**config.mk**
```make
export PLATFORM = sky130hd
export DESIGN_NAME = hbc_dual_hbridge
export DESIGN_NICKNAME = d
export VERILOG_FILES = /design/src/hbc_pkg.sv /design/src/hbc_dual_hbridge.sv /design/src/hbc_sync.sv /design/src/hbc_dead_time.sv
export SDC_FILE = /design/constraint.sdc
export NUM_CORES = 1
export LEC_CHECK = 0
export BUFFER_PORTS_ARGS = -buffer_cell sky130_fd_sc_hd__buf_2
export CAP_MARGIN = 25
export CORE_UTILIZATION = 41
export CTS_CLUSTER_DIAMETER = 150
export DETAILED_ROUTE_END_ITERATION = 8
export SYNTH_ARGS = -nofsm -noshare
export SYNTH_HDL_FRONTEND = slang
export SYNTH_HIERARCHICAL = 1
export SYNTH_SLANG_ARGS = --single-unit
```
**constraint.sdc**
```tcl
create_clock -name clk -period 5.2 [get_ports clk]
set_clock_uncertainty 0.2 [all_clocks]
set_input_delay 0.52 -clock clk [delete_from_list [all_inputs] [get_ports clk]]
set_output_delay 0.52 -clock clk [all_outputs]
set_load 0.05 [all_outputs]
```
**src/hbc_pkg.sv**
```systemverilog
// Shared constants and types for the dual H-bridge control logic
`default_nettype none
package hbc_pkg;
   // Clock period of the internal oscillator
   localparam int CLK_PERIOD_NS = 10;
   // Durations in nanoseconds
   localparam int BLANK_TIME_NS = 3750;
   localparam int OFF_TIME_NS = 20000;
   localparam int OC_FILTER_NS = 2300;
   localparam int OC_RETRY_NS = 1400000;
   localparam int DEAD_TIME_NS = 450;
   localparam int SLEEP_ENTRY_NS = 1000;
   localparam int WAKE_TIME_NS = 1000;
   // Round a duration up to whole clock cycles
   function automatic logic [17:0] to_cycles(input int ns);
      return 18'((ns + CLK_PERIOD_NS - 1) / CLK_PERIOD_NS);
   endfunction
   localparam logic [17:0] BLANK_CYCLES = to_cycles(BLANK_TIME_NS);
   localparam logic [17:0] OFF_CYCLES = to_cycles(OFF_TIME_NS);
   localparam logic [17:0] OC_FILTER_CYCLES = to_cycles(OC_FILTER_NS);
   localparam logic [17:0] OC_RETRY_CYCLES = to_cycles(OC_RETRY_NS);
   localparam logic [17:0] DEAD_CYCLES = to_cycles(DEAD_TIME_NS);
   localparam logic [17:0] SLEEP_ENTRY_CYCLES = to_cycles(SLEEP_ENTRY_NS);
   localparam logic [17:0] WAKE_CYCLES = to_cycles(WAKE_TIME_NS);
   // Half-bridge drive requests
   localparam logic [1:0] HALF_Z = 2'h0;
   localparam logic [1:0] HALF_LOW = 2'h1;
   localparam logic [1:0] HALF_HIGH = 2'h2;
   // Direction input pairs, first input in the upper bit
   localparam logic [1:0] CMD_COAST = 2'h0;
   localparam logic [1:0] CMD_REVERSE = 2'h1;
   localparam logic [1:0] CMD_FORWARD = 2'h2;
   localparam logic [1:0] CMD_BRAKE = 2'h3;
   // Device power modes
   typedef enum logic [1:0] {MODE_ACTIVE, MODE_ENTER, MODE_ASLEEP, MODE_WAKING} hbc_mode_t;
   // Current chopping phases
   typedef enum logic [1:0] {CH_IDLE, CH_BLANK, CH_SENSE, CH_OFF} hbc_chop_t;
   // Overcurrent guard phases
   typedef enum logic [1:0] {OC_CLEAR, OC_FILTER, OC_OFF} hbc_oc_t;
   // Per-bridge state
   typedef struct packed {
      hbc_chop_t chop;
      hbc_oc_t oc;
      logic [1:0] lastCmd;
      logic [17:0] chopCnt;
      logic [17:0] ocCnt;
   } hbc_bridge_t;
   // Bridge state after reset or sleep
   localparam hbc_bridge_t BRIDGE_RESET = '{chop: CH_IDLE, oc: OC_CLEAR, lastCmd: CMD_COAST,
      chopCnt: 18'h00000, ocCnt: 18'h00000};
endpackage
`default_nettype wire

```
**src/hbc_dual_hbridge.sv**
```systemverilog
// Dual H-bridge control logic: decode, chopping, sleep and fault handling
// Functional notes
// - Each bridge obeys only its own inputs
// - Both inputs low: both outputs released
// - Low then high input: reverse drive
// - Forward on high-low; brake on both high
// - Slow decay: both low sides on
// - Chopping stays active under external PWM
// - Sense trip ends the drive phase
// - Fixed slow-decay off time, then drive again
// - Ignore sense during blanking after enable
// - Sleep releases outputs and resets logic
// - Direction inputs ignored while asleep
// - Sleep entered only after entry delay
// - No output change until wake delay, unless sleep is asked again while waking
// - Persistent overcurrent disables that bridge
// - Overcurrent shutdown retries after fixed period
// - Overcurrent affects only its own bridge
// - Overcurrent path separate from sense path
// - Overheat disables all, resumes when clear
// - Low supply resets all, resumes after
// - Dead time between switching transitions
`timescale 1ns/1ns
`default_nettype none
module hbc_dual_hbridge #(
   // Durations in clock cycles
   parameter logic [17:0] BLANK_CYCLES = hbc_pkg::BLANK_CYCLES,
   parameter logic [17:0] OFF_CYCLES = hbc_pkg::OFF_CYCLES,
   parameter logic [17:0] OC_FILTER_CYCLES = hbc_pkg::OC_FILTER_CYCLES,
   parameter logic [17:0] OC_RETRY_CYCLES = hbc_pkg::OC_RETRY_CYCLES,
   parameter logic [17:0] DEAD_CYCLES = hbc_pkg::DEAD_CYCLES,
   parameter logic [17:0] SLEEP_ENTRY_CYCLES = hbc_pkg::SLEEP_ENTRY_CYCLES,
   parameter logic [17:0] WAKE_CYCLES = hbc_pkg::WAKE_CYCLES
) (
   // Clock and reset
   input wire logic clk,
   input wire logic rst,
   // Sleep request pin, low asks for sleep
   input wire logic sleepRequestN,
   // Bridge A direction inputs
   input wire logic bridgeADirInFirst,
   input wire logic bridgeADirInSecond,
   // Bridge B direction inputs
   input wire logic bridgeBDirInFirst,
   input wire logic bridgeBDirInSecond,
   // Sense comparator trips, high at the reference level
   input wire logic bridgeACurrentSense,
   input wire logic bridgeBCurrentSense,
   // Analog current limit active, per bridge
   input wire logic bridgeAOvercurrentGuard,
   input wire logic bridgeBOvercurrentGuard,
   // Overheat and low-supply indications
   input wire logic overheatShutdown,
   input wire logic supplyLowLockout,
   // Bridge A outputs, level and active-low enable
   output logic bridgeADriveFirst,
   output logic bridgeADriveFirstOeN,
   output logic bridgeADriveSecond,
   output logic bridgeADriveSecondOeN,
   // Bridge B outputs, level and active-low enable
   output logic bridgeBDriveFirst,
   output logic bridgeBDriveFirstOeN,
   output logic bridgeBDriveSecond,
   output logic bridgeBDriveSecondOeN,
   // Status
   output logic deviceAwake,
   output logic bridgeAOvercurrentOff,
   output logic bridgeBOvercurrentOff
);
   // Whole state of the top level
   typedef struct packed {
      hbc_pkg::hbc_mode_t mode;
      logic [17:0] modeCnt;
      hbc_pkg::hbc_bridge_t [1:0] br;
      logic awake;
      logic [1:0] ocOff;
   } hbc_top_t;

   // State after reset or a low supply; wake delay applies at power-up
   localparam hbc_top_t TOP_RESET = '{mode: hbc_pkg::MODE_WAKING, modeCnt: 18'h00000,
      br: {hbc_pkg::BRIDGE_RESET, hbc_pkg::BRIDGE_RESET}, awake: 1'b0, ocOff: 2'h0};

   hbc_top_t s; // Current state
   hbc_top_t next_s; // Next state
   logic [10:0] pinSync; // Synchronised pin inputs
   logic sleepN; // Synchronised sleep request
   logic [1:0] cmd [2]; // Direction pair per bridge
   logic [1:0] trip; // Sense trip per bridge
   logic [1:0] ocGuard; // Current limit per bridge
   logic overheat; // Synchronised overheat
   logic supplyLow; // Synchronised low supply
   logic run; // Bridges may operate
   logic [1:0] halfReq [4]; // Requests for the four halves
   logic [3:0] halfLevel; // Half output levels
   logic [3:0] halfOeN; // Half output enables

   // Two flops per pin; sleep inverted so a reset stage means no request
   hbc_sync #(
      .W(11)
   ) u_sync (
      .clk(clk),
      .rst(rst),
      .asyncIn({~sleepRequestN, bridgeADirInFirst, bridgeADirInSecond,
                bridgeBDirInFirst, bridgeBDirInSecond, bridgeACurrentSense,
                bridgeBCurrentSense, bridgeAOvercurrentGuard,
                bridgeBOvercurrentGuard, overheatShutdown, supplyLowLockout}),
      .syncOut(pinSync)
   );

   // Split the synchronised pins; each bridge gets its own pair
   assign sleepN = ~pinSync[10];
   assign cmd[0] = pinSync[9:8];
   assign cmd[1] = pinSync[7:6];
   assign trip = {pinSync[4], pinSync[5]};
   assign ocGuard = {pinSync[2], pinSync[3]};
   assign overheat = pinSync[1];
   assign supplyLow = pinSync[0];

   // Advance one bridge: overcurrent guard and chopping phases
   function automatic hbc_pkg::hbc_bridge_t bridge_step(
      input hbc_pkg::hbc_bridge_t cur,
      input logic [1:0] dir,
      input logic senseTrip,
      input logic limit,
      input logic enable
   );
      hbc_pkg::hbc_bridge_t n;
      logic driving;
      n = cur;
      // Guard watches its own limit signal, not the sense trip
      case (cur.oc)
         hbc_pkg::OC_CLEAR:
         begin
            // Limit seen, start the filter
            if (limit)
            begin
               n.oc = hbc_pkg::OC_FILTER;
               n.ocCnt = 18'h00000;
            end
         end
         hbc_pkg::OC_FILTER:
         begin
            // Short limit pulses are forgotten
            if (!limit)
            begin
               n.oc = hbc_pkg::OC_CLEAR;
            end
            else if (cur.ocCnt >= OC_FILTER_CYCLES - 18'h00001)
            begin
               // Limit persisted, shut this bridge
               n.oc = hbc_pkg::OC_OFF;
               n.ocCnt = 18'h00000;
            end
            else
            begin
               n.ocCnt = cur.ocCnt + 18'h00001;
            end
         end
         hbc_pkg::OC_OFF:
         begin
            // Retry after the fixed period
            if (cur.ocCnt >= OC_RETRY_CYCLES - 18'h00001)
            begin
               n.oc = hbc_pkg::OC_CLEAR;
               n.ocCnt = 18'h00000;
            end
            else
            begin
               n.ocCnt = cur.ocCnt + 18'h00001;
            end
         end
         default:
         begin
            n.oc = hbc_pkg::OC_CLEAR;
            n.ocCnt = 18'h00000;
         end
      endcase
      // Chopping runs whenever a drive pattern is applied
      driving = enable && (cur.oc != hbc_pkg::OC_OFF) &&
                (dir == hbc_pkg::CMD_FORWARD || dir == hbc_pkg::CMD_REVERSE);
      if (!driving)
      begin
         // Coast, brake or disabled: no chopping
         n.chop = hbc_pkg::CH_IDLE;
         n.chopCnt = 18'h00000;
      end
      else if (cur.chop == hbc_pkg::CH_IDLE || dir != cur.lastCmd)
      begin
         // Output newly enabled, start blanking
         n.chop = hbc_pkg::CH_BLANK;
         n.chopCnt = 18'h00000;
      end
      else
      begin
         case (cur.chop)
            hbc_pkg::CH_BLANK:
            begin
               // Sense ignored until blanking ends
               if (cur.chopCnt >= BLANK_CYCLES - 18'h00001)
               begin
                  n.chop = hbc_pkg::CH_SENSE;
                  n.chopCnt = 18'h00000;
               end
               else
               begin
                  n.chopCnt = cur.chopCnt + 18'h00001;
               end
            end
            hbc_pkg::CH_SENSE:
            begin
               // Trip ends the drive phase
               if (senseTrip)
               begin
                  n.chop = hbc_pkg::CH_OFF;
                  n.chopCnt = 18'h00000;
               end
            end
            hbc_pkg::CH_OFF:
            begin
               // Hold slow decay, then drive again with blanking
               if (cur.chopCnt >= OFF_CYCLES - 18'h00001)
               begin
                  n.chop = hbc_pkg::CH_BLANK;
                  n.chopCnt = 18'h00000;
               end
               else
               begin
                  n.chopCnt = cur.chopCnt + 18'h00001;
               end
            end
            default:
            begin
               n.chop = hbc_pkg::CH_IDLE;
               n.chopCnt = 18'h00000;
            end
         endcase
      end
      // Remember the pattern to spot a new enable
      n.lastCmd = enable ? dir : hbc_pkg::CMD_COAST;
      return n;
   endfunction

   // Requested halves {first, second} for one bridge
   function automatic logic [3:0] bridge_halves(
      input hbc_pkg::hbc_bridge_t cur,
      input logic [1:0] dir,
      input logic drive
   );
      logic [3:0] h;
      if (!drive || cur.oc == hbc_pkg::OC_OFF)
      begin
         // Disabled or overcurrent: all switches off
         h = {hbc_pkg::HALF_Z, hbc_pkg::HALF_Z};
      end
      else if (cur.chop == hbc_pkg::CH_OFF)
      begin
         // Off time: both low sides on, high sides off
         h = {hbc_pkg::HALF_LOW, hbc_pkg::HALF_LOW};
      end
      else
      begin
         case (dir)
            // Coast, fast decay
            hbc_pkg::CMD_COAST: h = {hbc_pkg::HALF_Z, hbc_pkg::HALF_Z};
            // Reverse
            hbc_pkg::CMD_REVERSE: h = {hbc_pkg::HALF_LOW, hbc_pkg::HALF_HIGH};
            // Forward
            hbc_pkg::CMD_FORWARD: h = {hbc_pkg::HALF_HIGH, hbc_pkg::HALF_LOW};
            // Brake, slow decay
            hbc_pkg::CMD_BRAKE: h = {hbc_pkg::HALF_LOW, hbc_pkg::HALF_LOW};
            default: h = {hbc_pkg::HALF_Z, hbc_pkg::HALF_Z};
         endcase
      end
      return h;
   endfunction

   // Bridges work in active mode and during sleep entry; overheat stops all
   assign run = (s.mode == hbc_pkg::MODE_ACTIVE || s.mode == hbc_pkg::MODE_ENTER) &&
                !overheat && !supplyLow;

   // Power mode sequencing and bridge update
   always_comb
   begin
      next_s = s;
      case (s.mode)
         hbc_pkg::MODE_ACTIVE:
         begin
            // Sleep request starts the entry delay
            if (!sleepN)
            begin
               next_s.mode = hbc_pkg::MODE_ENTER;
               next_s.modeCnt = 18'h00000;
            end
         end
         hbc_pkg::MODE_ENTER:
         begin
            if (sleepN)
            begin
               // Request withdrawn, stay active
               next_s.mode = hbc_pkg::MODE_ACTIVE;
            end
            else if (s.modeCnt >= SLEEP_ENTRY_CYCLES - 18'h00001)
            begin
               // Entry delay served
               next_s.mode = hbc_pkg::MODE_ASLEEP;
               next_s.modeCnt = 18'h00000;
            end
            else
            begin
               next_s.modeCnt = s.modeCnt + 18'h00001;
            end
         end
         hbc_pkg::MODE_ASLEEP:
         begin
            // Only the sleep pin is watched here
            if (sleepN)
            begin
               next_s.mode = hbc_pkg::MODE_WAKING;
               next_s.modeCnt = 18'h00000;
            end
         end
         hbc_pkg::MODE_WAKING:
         begin
            if (!sleepN)
            begin
               // Sleep asked again before wake finished
               next_s.mode = hbc_pkg::MODE_ENTER;
               next_s.modeCnt = 18'h00000;
            end
            else if (s.modeCnt >= WAKE_CYCLES - 18'h00001)
            begin
               // Wake delay served, outputs may now change
               next_s.mode = hbc_pkg::MODE_ACTIVE;
               next_s.modeCnt = 18'h00000;
            end
            else
            begin
               next_s.modeCnt = s.modeCnt + 18'h00001;
            end
         end
         default:
         begin
            next_s.mode = hbc_pkg::MODE_WAKING;
            next_s.modeCnt = 18'h00000;
         end
      endcase
      if (s.mode == hbc_pkg::MODE_ASLEEP || s.mode == hbc_pkg::MODE_WAKING)
      begin
         // Asleep or waking: bridge logic held in reset, timers still
         next_s.br = {hbc_pkg::BRIDGE_RESET, hbc_pkg::BRIDGE_RESET};
      end
      else
      begin
         // Each bridge from its own inputs only
         next_s.br[0] = bridge_step(s.br[0], cmd[0], trip[0], ocGuard[0], run);
         next_s.br[1] = bridge_step(s.br[1], cmd[1], trip[1], ocGuard[1], run);
      end
      if (supplyLow)
      begin
         // Low supply: everything back to reset until it recovers
         next_s = TOP_RESET;
      end
      // Registered status
      next_s.awake = (next_s.mode == hbc_pkg::MODE_ACTIVE);
      next_s.ocOff = {next_s.br[1].oc == hbc_pkg::OC_OFF,
                      next_s.br[0].oc == hbc_pkg::OC_OFF};
   end

   // Register the state
   always_ff @(posedge clk or posedge rst)
   begin
      if (rst)
      begin
         s <= TOP_RESET;
      end
      else
      begin
         s <= next_s;
      end
   end

   // Half requests; released while asleep or waking
   always_comb
   begin
      {halfReq[0], halfReq[1]} = bridge_halves(s.br[0], cmd[0], run);
      {halfReq[2], halfReq[3]} = bridge_halves(s.br[1], cmd[1], run);
   end

   // Dead time and output registers for each half
   for (genvar i = 0; i < 4; i++)
   begin : g_half
      hbc_dead_time #(
         .DEAD_CYCLES(DEAD_CYCLES)
      ) u_dead (
         .clk(clk),
         .rst(rst),
         .halfReq(halfReq[i]),
         .halfLevel(halfLevel[i]),
         .halfOeN(halfOeN[i])
      );
   end

   // Output pins
   assign {bridgeBDriveSecond, bridgeBDriveFirst, bridgeADriveSecond,
           bridgeADriveFirst} = halfLevel;
   assign {bridgeBDriveSecondOeN, bridgeBDriveFirstOeN, bridgeADriveSecondOeN,
           bridgeADriveFirstOeN} = halfOeN;
   assign deviceAwake = s.awake;
   assign {bridgeBOvercurrentOff, bridgeAOvercurrentOff} = s.ocOff;
endmodule
`default_nettype wire

```
**src/hbc_sync.sv**
```systemverilog
// Two-flop synchroniser for a group of asynchronous inputs
`timescale 1ns/1ns
`default_nettype none
module hbc_sync #(
   parameter int W = 1
) (
   // Clock and reset
   input wire logic clk,
   input wire logic rst,
   // Asynchronous inputs and their synchronised copy
   input wire logic [W-1:0] asyncIn,
   output logic [W-1:0] syncOut
);
   // Both stages held in one struct
   typedef struct packed {
      logic [W-1:0] stage1;
      logic [W-1:0] stage2;
   } hbc_sync_t;
   hbc_sync_t s; // Current stages
   hbc_sync_t next_s; // Next stages

   // Shift the inputs through the two stages
   always_comb
   begin
      next_s.stage1 = asyncIn;
      next_s.stage2 = s.stage1;
   end

   // Register the stages
   always_ff @(posedge clk or posedge rst)
   begin
      if (rst)
      begin
         s <= '0;
      end
      else
      begin
         s <= next_s;
      end
   end

   assign syncOut = s.stage2;
endmodule
`default_nettype wire

```
**src/hbc_dead_time.sv**
```systemverilog
// Dead-time insertion for one half-bridge output
`timescale 1ns/1ns
`default_nettype none
module hbc_dead_time #(
   parameter logic [17:0] DEAD_CYCLES = hbc_pkg::DEAD_CYCLES
) (
   // Clock and reset
   input wire logic clk,
   input wire logic rst,
   // Requested drive of this half
   input wire logic [1:0] halfReq,
   // Output pin level and active-low enable
   output logic halfLevel,
   output logic halfOeN
);
   // Applied drive, idle counter and registered pin signals
   typedef struct packed {
      logic [1:0] applied;
      logic [17:0] cnt;
      logic level;
      logic oeN;
   } hbc_dead_t;
   hbc_dead_t s; // Current state
   hbc_dead_t next_s; // Next state

   // Turn off at once, turn on only after the dead time off
   always_comb
   begin
      next_s = s;
      // Count idle cycles while released, saturating
      if (s.applied == hbc_pkg::HALF_Z && s.cnt < DEAD_CYCLES)
      begin
         next_s.cnt = s.cnt + 18'h00001;
      end
      if (halfReq != s.applied)
      begin
         if (s.applied != hbc_pkg::HALF_Z)
         begin
            // Release the switch first
            next_s.applied = hbc_pkg::HALF_Z;
            next_s.cnt = 18'h00000;
         end
         else if (s.cnt >= DEAD_CYCLES)
         begin
            // Dead time served, drive the new level
            next_s.applied = halfReq;
         end
      end
      next_s.level = (next_s.applied == hbc_pkg::HALF_HIGH);
      next_s.oeN = (next_s.applied == hbc_pkg::HALF_Z);
   end

   // Register the state
   always_ff @(posedge clk or posedge rst)
   begin
      if (rst)
      begin
         s <= '{applied: hbc_pkg::HALF_Z, cnt: 18'h00000, level: 1'b0, oeN: 1'b1};
      end
      else
      begin
         s <= next_s;
      end
   end

   assign halfLevel = s.level;
   assign halfOeN = s.oeN;
endmodule
`default_nettype wire

```
Word level (Yosys, flattened, before mapping)
Index checks and enable logic that the tools add are counted.
Widths: inputs -> output; s select.
Word-level totals
  word-level logic and storage cells: 234
  bits in registers: 217
  input bits: 13
  output and inout port bits: 11
Operators by class
  eq/ne operators: 46
  multiplexer cells: 83
  bitwise gates (word level): 1
  add/sub/neg operators: 9
  reduce and logical (&&, ||, !) cells: 46
  order comparisons: 17
Operators by type and width (number)
  $mux 18: 28
  $pmux 18 s3: 4
  $add 18x1->18 const B: 9
  $mux 20: 7
  $mux 107: 1
  $mux 84: 1
  $pmux 20 s4: 1
  $ge 18x6->1 const B: 4
  $lt 18x6->1 const B: 4
  $mux 2: 31
  $eq 2x2->1 const B: 18
  $ge 18x11->1 const B: 2
  $ge 18x18->1 const B: 2
  $ge 18x8->1 const B: 2
  $ge 18x9->1 const B: 2
  $logic_not 2->1: 16
  $pmux 4 s4: 2
  $ne 6x5->1 const B: 4
  $pmux 2 s3: 4
  $ge 18x7->1 const B: 1
  $mux 4: 4
  $ne 4x2->1 const B: 4
  $eq 2x1->1 const B: 7
  $ne 2x2->1: 6
  11 further kinds: 38

Logic depth before layout (Yosys ltp)
Gate-level depths: netlist of the first run.
  depth in word-level cells: 11
  depth in mapped cells: 10
  gate-level depth less buffers: 9

Modules after synthesis
The synthesis of the first run kept the hierarchy.
Modules (own cells, without submodules)
  hbc_dual_hbridge: area an instance 6383.6 um^2, times used 1, sequential area each 2680.1 um^2, cells each 722
  hbc_dead_time: area an instance 1004.7 um^2, times used 4, sequential area each 551.8 um^2, cells each 93
  hbc_sync: area an instance 554.3 um^2, times used 1, sequential area each 550.5 um^2, cells each 23

Least setup slack after synthesis of the first run
No wires, ideal clock.
  path kind: register to register
  from: reg u_sync.s (netlist bit u_sync/syncOut[0])
  to: reg g_half[2].u_dead/s[4] (netlist bit)
  period minus slack after synthesis: 2.562 ns
  arrival time: 2.284 ns
  stages on the path, launching flop included: 11
  path slack: 2.638 ns
  required time: 4.922 ns
  setup time: 0.078 ns
  buffers on the path: 3
  cells stage by stage: dfrtp_1 or2_2 buf_2 buf_1 nor4_1 and2_1 inv_1 o21ai_0 clkbuf_1 nand2_1 a21oi_1
RTL lines
  start: declaration: line hbc_sync.sv:19  | hbc_sync_t s;
  start signal: assignment: line hbc_sync.sv:38  | s <= next_s;
  end signal: assignment: line hbc_dead_time.sv:58  | s <= '{applied: hbc_pkg::HALF_Z, cnt: 18'h00000, level: 1'b0, oeN: 1'b1};
  end signal: assignment: line hbc_dead_time.sv:62  | s <= next_s;
  end: declaration: line hbc_dead_time.sv:23  | hbc_dead_t s;

==> results of run 1 <==
-- cell families (layout without fill, tap and decap cells) --
kind of cell	after synthesis	in the layout	share of synthesized area [%]
xor gates and xnor gates	31	31	2.48
buffers and inverters	98	149	3.59
muxes	8	8	0.754
AOI/OAI and AO/OA	208	208	13.0
and+or+nand+nor	506	506	25.0
adders and majority gates	49	49	5.60
DFF	217	217	49.6
-- registers in the layout, summed over array words and instances, names as in the netlist, 4 cells and up, named ones only --
register and flops:
g_half.u_dead/halfLevel 4, g_half.u_dead/halfOeN 4, g_half.u_dead/s 76, s 104, u_sync/next_s 11, u_sync/syncOut 11
-- final timing paths --
path | startpoint | to | slack (ps) | cells past startpoint
max in group asynchronous | rst | s[106] | 3630 | 3
max reg2reg | s[41] | g_half[1].u_dead/s[7] | 2420 | 10
min in group clk | u_sync/next_s[2] | u_sync/syncOut[2] | 140 | 0
min | rst | s[80] | 9 | 2
min reg2reg | u_sync/next_s[2] | u_sync/syncOut[2] | 140 | 0
max | s[41] | g_half[1].u_dead/s[7] | 2420 | 10
-- routing by layer --
layer  share of wire [%]  GRT usage, %  vias up
met5                   0             0        -
met4                 1.9          3.68        0
met3                 2.6          2.37       28
met2                  45          26.5       80
met1                  51          24.2     3958
li1                    -             -     4095
-- power by group through the flow --
stage	combinational [W]	clock [W]	sequential, W
after floorplan	0.000257	0	0.00182
after global placement	0.000325	0	0.00183
after detailed placement	0.000331	0	0.00183
after CTS	0.000339	0.00173	0.00180
after global routing	0.000384	0.00180	0.00181
final	0.000331	0.00168	0.00180
-- stage by stage --
step	setup slack [ps]	instance area, um2	util (%)	std cells	power, W
after global placement	2470	11400	43.6	1448	0.00216
final	2420	12300	47.1	1503	0.00382
after detailed placement	2400	11400	43.6	1448	0.00216
after global routing	2170	12300	47.1	1503	0.00400
after floorplan	1670	11000	-	1117	0.00208
after CTS	2390	12300	47.1	1503	0.00388
-- cell usage after synthesis (all sizes together) (7+ instances only) --
cell type	number	area share, %
and3	68	3.9
buf	16	0.78
and2	22	1.3
nor2	109	3.7
and4	12	0.96
nor4	27	2.4
ha	49	5.6
clkbuf	21	0.72
dfrtp	211	48
o31ai	17	1.2
nor2b	12	0.69
xnor2	14	1.1
or3	8	0.50
nand4	17	0.97
nand3	51	2.4
o221ai	14	1.1
o21ai	37	1.7
o311a	9	0.82
a21oi	47	2.2
xor2	17	1.4
a31oi	15	0.86
nor3	26	1.3
nand2b	14	0.80
inv	61	2.1
or4	15	1.1
o21a	7	0.48
o2111ai	11	0.88
nand2	106	3.6
-- timing repair --
action / CTS / global route
endpoints found under the setup margin: 0 / 0
hold buffers: 11 / 0
buffers inserted: 0 / 0
hold endpoints to repair: 11 / 0
-- final cells by class --
| cell class | instances | share of cell area (%) |
|---|---|---|
| clock buffer | 38 | 5.89 |
| clock inverter | 6 | 0.509 |
| inverter | 61 | 1.88 |
| multi-input combinational | 802 | 41.7 |
| sequential | 217 | 44.2 |
| tap | 335 | 3.41 |
| timing repair buffer | 44 | 2.44 |
-- worst max-delay path: cells and delay by family, from the launching register on --
family                   cells  cell delay [ps]
buffers and inverters        3              370
adder cells (fa/ha/maj)      1              270
flip-flops                   1              400
AND/OR/NAND/NOR              4             1110
AO/OA/AOI/OAI                2              350
==> impl_metrics.json, run 1 <==
{
  "syn_inst": 1117,
  "antenna_found_initial": 0,
  "synth_flop_cell": "dfrtp_1",
  "grt_pass1_wl_um": 37900,
  "rsz0062_at_grt": "no",
  "slew_viol_final": 0,
  "switchingPower_w": 0.000944,
  "wire_per_inst_um": 14.6,
  "grt_max_degree": 68,
  "yosysSeqAreaShare_pct": 49.6,
  "num_rows": 59,
  "drt_pass1_iterations": 8,
  "clk_latency_ps": 530,
  "worst_pin_slew_ps": 930,
  "ys_warn_count": 6,
  "clk_pin_slew_ps": 60,
  "layout_common_cells": "211 x dfrtp_1, 109 x nor2_1, 106 x nand2_1",
  "p_per_area_nw_per_um2": 310,
  "synth_edf_count": 0,
  "cts_resized": 0,
  "holdCritPathClass": "in2async",
  "cts.sinks": 217,
  "cts_root_buf": "clkbuf_16",
  "hold_slack_ps": 9.30,
  "pwr-share-comb_pct": 8.7,
  "p_int_w": 0.00287,
  "finalWirelength_um": 21900,
  "syn_area_per_cell_um2": 9.81,
  "core-area_um2": 26100,
  "worstSetupStartpointType": "register",
  "multiInputGateArea_um2": 5130,
  "gp_congestion": 0.796,
  "crit_type": "reg2reg",
  "crit_top_cell": "inv_1",
  "antennaDiodeCount": 0,
  "num-nets-final": 1213,
  "ios": 24,
  "violations": "DRC",
  "vias": 8161,
  "tns_ps": 0,
  "slowest_stage": "nor4_1",
  "grtUsageTotal_pct": 16.7,
  "seq_power_share_pct": 47.3,
  "clockBufferDepth": 3,
  "areaGrowthSynthToFinish_pct": 12.3,
  "slew_headroom_pct": 37.9,
  "ys_types": 69,
  "die_w_um": 165,
  "clock_power_share_pct": 44.1,
  "num-fill-cells": 2486,
  "drv_cap": 0,
  "ant_nets": 0,
  "synth_area_um2": 11000,
  "numCtsBuffers": 25,
  "fmax_ghz": 0.360,
  "vdd_ir_drop_max_mv": 0.220,
  "cp-end-kind": "register",
  "critical-path-max-stage-delay_ps": 520,
  "worstPathArrival_ps": 3020,
  "syn-num-nets": 1179,
  "async_flop_share_pct": 100,
  "hpwl_um": 14600,
  "mostFrequentLayoutCell": "dfrtp_1",
  "start_util_pct": 41.9,
  "dieArea_um2": 27400,
  "numPortBuffers": 23,
  "drt-initial-drc-count": 507,
  "outcome": "finished with violations",
  "ys_ff_latch": 217,
  "grt_overflow": 0,
  "period_needed_ps": 2780,
  "cp_max_fo": 15,
  "period_share_pct": 53.4,
  "drcViolationCount": 2,
  "required_ps": 5440,
  "seq_area_um2": 5440,
  "p_leak_nw": 5.71,
  "path_cells": "inv_1 > ha_1 > nor4_1 > nor2b_1 > and2_1 > inv_1 > o21ai_0 > buf_4 > nand2_1 > a21oi_1",
  "swShare_pct": 24.7,
  "drive_gt1_share_pct": 9.50,
  "grt_pass1_vias": 7809,
  "die_h_um": 165,
  "vias_per_cell": 5.43,
  "cts_tree": "built",
  "setup_viol": 0,
  "finalHoldViolations": 0,
  "htree_levels": 1
}
Power figures use the tool's default switching activity.
==> run 2: changes to the inputs <==
==> constraint.sdc (replaced) <==
create_clock -name clk -period 2.4 [get_ports clk]
set_clock_uncertainty 0.2 [all_clocks]
set_input_delay 0.24 -clock clk [delete_from_list [all_inputs] [get_ports clk]]
set_output_delay 0.24 -clock clk [all_outputs]
set_load 0.05 [all_outputs]
==> run 2 against run 1 <==
  * The flow now finishes without violations
  * Power grew 120%
  * Cell area grew 7.8%
  * Final cell count grew 5.3%
  * Die area is the same
  * Via count grew 3.4%
  * Sequential power grew 120%
  * Combinational power grew 140%
  * Worst hold slack gained 96 ps
  * Flip-flop and latch count is the same
  * Global-route usage grew 0.51 points
  * Critical path depth shrank 3
  * Clock-buffer cell count shrank 4
==> impl_metrics.json, run 2 (synthesis results as in run 1) <==
{
  "tns_ps": 0,
  "period_share_pct": 99.6,
  "numPortBuffers": 23,
  "gp_congestion": 0.799,
  "core-area_um2": 26100,
  "num-nets-final": 1293,
  "die_w_um": 165,
  "wire_per_inst_um": 14.7,
  "start_util_pct": 41.9,
  "fmax_ghz": 0.418,
  "worstPathArrival_ps": 2620,
  "grt_pass1_vias": 8117,
  "outcome": "completed",
  "clk_latency_ps": 520,
  "largest_register": "s",
  "drv_cap": 0,
  "drt_pass1_iterations": 4,
  "crit_type": "reg2reg",
  "r2r-start": "s[45]",
  "num-fill-cells": 2388,
  "top_regs": "s: 104 flops, g_half.u_dead/s: 76 flops",
  "htree_levels": 1,
  "cts.sinks": 217,
  "rr_worst_depth": 7,
  "slew_viol_final": 0,
  "setup_viol": 0,
  "period_needed_ps": 2390,
  "dieArea_um2": 27400,
  "cp_max_fo": 5,
  "preCtsSetupSlack_ps": -53.2,
  "grtUsageTotal_pct": 17.3,
  "hold_slack_ps": 105,
  "hpwl_um": 15400,
  "r2r_slack_ps": 10,
  "numCtsBuffers": 25,
  "mostFrequentLayoutCell": "dfrtp_1",
  "r2r-end": "bridgeBOvercurrentOff",
  "finalWirelength_um": 23200,
  "drive_gt1_share_pct": 19.4,
  "p_per_area_nw_per_um2": 635,
  "holdCritPathClass": "in2async",
  "p_leak_nw": 6.16,
  "endpoint": "bridgeBOvercurrentOff",
  "startpoint": "s[45]",
  "largest_reg_flops": 104,
  "finalHoldViolations": 0,
  "grt_max_degree": 59,
  "antenna_found_initial": 0,
  "clockBufferDepth": 3,
  "cts_tree": "built",
  "ios": 24,
  "worst_slack_ps": 10.0,
  "num_rows": 59,
  "layout_common_cells": "210 x dfrtp_1, 108 x nor2_1, 103 x nand2_1",
  "die_h_um": 165,
  "areaGrowthSynthToFinish_pct": 21.1,
  "cts_root_buf": "clkbuf_16",
  "grt_pass1_wl_um": 38900,
  "worstSetupStartpointType": "register",
  "antennaDiodeCount": 0,
  "vias_per_cell": 5.33,
  "ant_nets": 0,
  "grt_overflow": 0,
  "vias": 8438,
  "slew_headroom_pct": 44.7,
  "vdd_ir_drop_max_mv": 0.525,
  "drcViolationCount": 0,
  "cp-end-kind": "register",
  "required_ps": 2630,
  "drt-initial-drc-count": 601,
  "worst_pin_slew_ps": 828,
  "clk_pin_slew_ps": 60,
  "rsz0062_at_grt": "yes"
}
## run 2: per-layer routing
metal	up-vias	wire, um	track usage [%]
met3	29	555	2.57
met1	4090	11100	23.7
met5	-	0	0
met2	76	11100	28.4
li1	4243	-	-
met4	0	476	4.46
## run 2: worst min-delay path by stage
| stage | startpoint | end | slack (ps) | depth (start not counted) |
|---|---|---|---|---|
| finish | rst | s[74] | 100 | 3 |
| global route | rst | s[67] | 140 | 3 |
| CTS | rst | s[74] | 100 | 3 |
| detailed placement | rst | s[74] | 100 | 2 |
| global placement | rst | s[74] | 100 | 2 |
| floorplan | rst | async pin | 30 | 1 |
## run 2: final cells by class
type	instances	area, um2	area share [%]
flip-flops and latches	217	5440	41.0
multi-input cells	803	5410	40.8
repair buffers	123	956	7.21
clock buffers	34	709	5.35
well taps	335	419	3.16
inverters	61	233	1.75
clock inverters	9	100	0.755
## run 2: worst max-delay path, cell delays in order (launching register included)
cell       delay, ps
dfrtp_1          420
ha_2             200
and4_1           230
nor3_2           200
o2111ai_2        240
a2111oi_1        460
buf_4            190
o41a_1           170
## run 2: through the flow
stage	std cells	cell area [um2]	utilization (%)	power (W)
after floorplan	1117	11000	-	0.00450
after global placement	1511	11900	45.6	0.00471
after detailed placement	1511	11900	45.6	0.00473
after CTS	1567	12900	49.2	0.00853
after global routing	1582	13300	50.8	0.00883
final	1582	13300	50.8	0.00842
## run 2: repair_timing
action | in CTS | in global routing
hold buffers | 12 | 0
endpoints found under the setup margin | 19 | 160
buffers inserted | 1 | 13
pin swaps | 1 | 16
gates resized for setup | 3 | 71
cloned | 0 | 2
endpoints found under the hold margin | 224 | 0
## run 2: power breakdown
group / leakage (nW) / switching [W] / total [W] / internal, W
clock network: 0.397 / 0.00146 / 0.00373 / 0.00227
logic: 2.87 / 0.000476 / 0.000788 / 0.000312
registers: 2.89 / 0.000131 / 0.00390 / 0.00377
==> run 3: changes to the inputs <==
--- a/config.mk
+++ b/config.mk
@@ -5,7 +5,7 @@
 export SDC_FILE = /design/constraint.sdc
 export NUM_CORES = 1
 export LEC_CHECK = 0
-export BUFFER_PORTS_ARGS = -buffer_cell sky130_fd_sc_hd__buf_2
+export BUFFER_PORTS_ARGS = -buffer_cell sky130_fd_sc_hd__buf_4
 export CAP_MARGIN = 25
 export CORE_UTILIZATION = 41
 export CTS_CLUSTER_DIAMETER = 150
==> constraint.sdc (replaced) <==
create_clock -name clk -period 2.15 [get_ports clk]
set_clock_uncertainty 0.2 [all_clocks]
set_input_delay 0.215 -clock clk [delete_from_list [all_inputs] [get_ports clk]]
set_output_delay 0.215 -clock clk [all_outputs]
set_load 0.05 [all_outputs]
==> run 3 against run 2 <==
  * The run now ends with setup timing left
  * First-iteration DRC count decreased by 12%
  * Critical endpoint is now s[43]
  * Maximum frequency increased by 7.3%
  * Wire length increased by 10%
  * Combinational power increased by 41%
  * Critical path type unchanged
  * Worst hold slack got worse by 46 ps
==> impl_metrics.json, run 3 (synthesis results as in run 1) <==
{
  "outcome": "finished with violations",
  "violations": "setup timing",
  "power_w": 0.0103,
  "grt_pass1_vias": 8732,
  "period_needed_ps": 2230,
  "cp_max_fo": 3,
  "worstPathArrival_ps": 2480,
  "start_util_pct": 41.9,
  "vias_per_cell": 5.36,
  "clk_pin_slew_ps": 60,
  "rsz0062_at_grt": "yes",
  "multiInputGateArea_um2": 6150,
  "cts_tree": "built",
  "clock_power_share_pct": 47.1,
  "worst_slack_ps": -76.6,
  "period_share_pct": 104,
  "crit_type": "reg2reg",
  "holdCritPathClass": "in2async",
  "slew_viol_final": 0,
  "areaGrowthSynthToFinish_pct": 39.2,
  "drive_gt1_share_pct": 35.8,
  "wire_per_inst_um": 15.0,
  "setup_viol": 71,
  "num-nets-final": 1416,
  "drcViolationCount": 0,
  "antennaDiodeCount": 0,
  "gp_congestion": 0.815,
  "preCtsSetupSlack_ps": -162,
  "die_w_um": 165,
  "r2r-end": "s[43]",
  "worstSetupStartpointType": "register",
  "clockBufferDepth": 3,
  "antenna_found_initial": 0,
  "clk_latency_ps": 530,
  "numCtsBuffers": 26,
  "grt_max_degree": 108,
  "layout_common_cells": "210 x dfrtp_1, 199 x buf_4, 98 x nand2_1",
  "core-area_um2": 26100,
  "finalHoldViolations": 0,
  "switchingPower_w": 0.00248,
  "drt-initial-drc-count": 530,
  "p_int_w": 0.00784,
  "dieArea_um2": 27400,
  "grtUsageTotal_pct": 18.4,
  "grt_pass1_wl_um": 41300,
  "drv_cap": 0,
  "swShare_pct": 24.0,
  "seq_power_share_pct": 42.1,
  "numPortBuffers": 23,
  "num-fill-cells": 2189,
  "required_ps": 2400,
  "hpwl_um": 16500,
  "r2r_slack_ps": -80,
  "vias": 9167,
  "fmax_ghz": 0.449,
  "finalWirelength_um": 25600,
  "slew_headroom_pct": 59.2,
  "largest_register": "s",
  "p_per_area_nw_per_um2": 676,
  "die_h_um": 165,
  "cts_root_buf": "clkbuf_16",
  "ios": 24,
  "drt_pass1_iterations": 6,
  "rr_worst_depth": 6,
  "num_rows": 59,
  "top_regs": "s: 104 flops, g_half.u_dead/s: 76 flops",
  "mostFrequentLayoutCell": "dfrtp_1",
  "r2r-start": "s[32]",
  "cts.sinks": 217,
  "worst_pin_slew_ps": 611,
  "largest_reg_flops": 104,
  "seq_area_um2": 5440,
  "grt_overflow": 0,
  "pwr-share-comb_pct": 10.8,
  "cp-end-kind": "register",
  "htree_levels": 1,
  "p_leak_nw": 6.95,
  "vdd_ir_drop_max_mv": 1.03,
  "ant_nets": 0
}
run 3: cell types whose count changed in the layout (fill, tap and decap cells not counted), sizes merged:
| cell | previous run | this run |
|---|---|---|
| clkinvlp | 3 | 1 |
| clkbuf | 34 | 36 |
| clkdlybuf4s15 | 1 | 0 |
| bufinv | 2 | 6 |
| nand3 | 52 | 51 |
| buf | 110 | 234 |
| clkinv | 5 | 6 |
run 3: critical path: stages, from the launching register on:
cell and delay (ps):
dfrtp_1 380, or4_4 550, nor4bb_2 280, a32oi_1 120
nand2b_1 180, mux2_4 330, a21boi_2 120
run 3: repair_timing:
action / 4_1_cts / 5_1_grt
buffers inserted: 13 / 27
resized for setup: 78 / 158
hold buffers: 12 / 0
endpoints found under the setup margin: 160 / 179
cloned: 2 / 4
endpoints found under the hold margin: 226 / 0
pin swaps: 47 / 61
run 3: routing by layer:
layer | track usage (%) | wire [um] | vias to the layer above
met4 | 5.79 | 691 | 0
li1 | - | - | 4504
met1 | 24.6 | 12100 | 4512
met3 | 2.60 | 687 | 43
met2 | 30.6 | 12100 | 108
met5 | 0 | 0 | -
run 3: how the worst max path moves through the flow:
stage	startpoint	slack, ps	end
after detailed placement	s[36]	-160	s[43]
final	s[32]	-80	s[43]
after global placement	s[77]	-110	s[75]
after floorplan	u_sync/syncOut[0]	-80	g_half[2].u_dead/halfOeN
after global routing	s[14]	-200	s[19]
after CTS	s[38]	-90	s[43]
run 3: layout make-up:
class,instances,share of cell area (%)
Tap cell,335,2.75
Inverter,61,1.59
Clock buffer,36,4.91
Sequential cell,217,35.7
Clock inverter,12,1.40
Multi-Input combinational cell,802,40.3
Timing Repair Buffer,246,13.4
run 3: power groups by stage:
stage	sequential, W	clock (W)	combinational (W)
floorplan	0.00441	0	0.000651
global placement	0.00441	0	0.000960
detailed placement	0.00441	0	0.000982
CTS	0.00434	0.00497	0.00103
global route	0.00436	0.00513	0.00126
finish	0.00435	0.00486	0.00111
run 3: metrics by stage:
stage,utilization [%],setup TNS [ps],hold slack (ps),cell area (um2),std cells
4_1_cts,54.9,-581,50.5,14400,1680
5_1_grt,58.4,-13460,94.7,15300,1709
3_5_place_dp,49.2,-8850,68.7,12900,1605
6_report,58.4,-1680,59.2,15300,1709
3_3_place_gp,49.2,-3580,59.8,12900,1605
2_1_floorplan,-,-3060,3.48,11200,1117
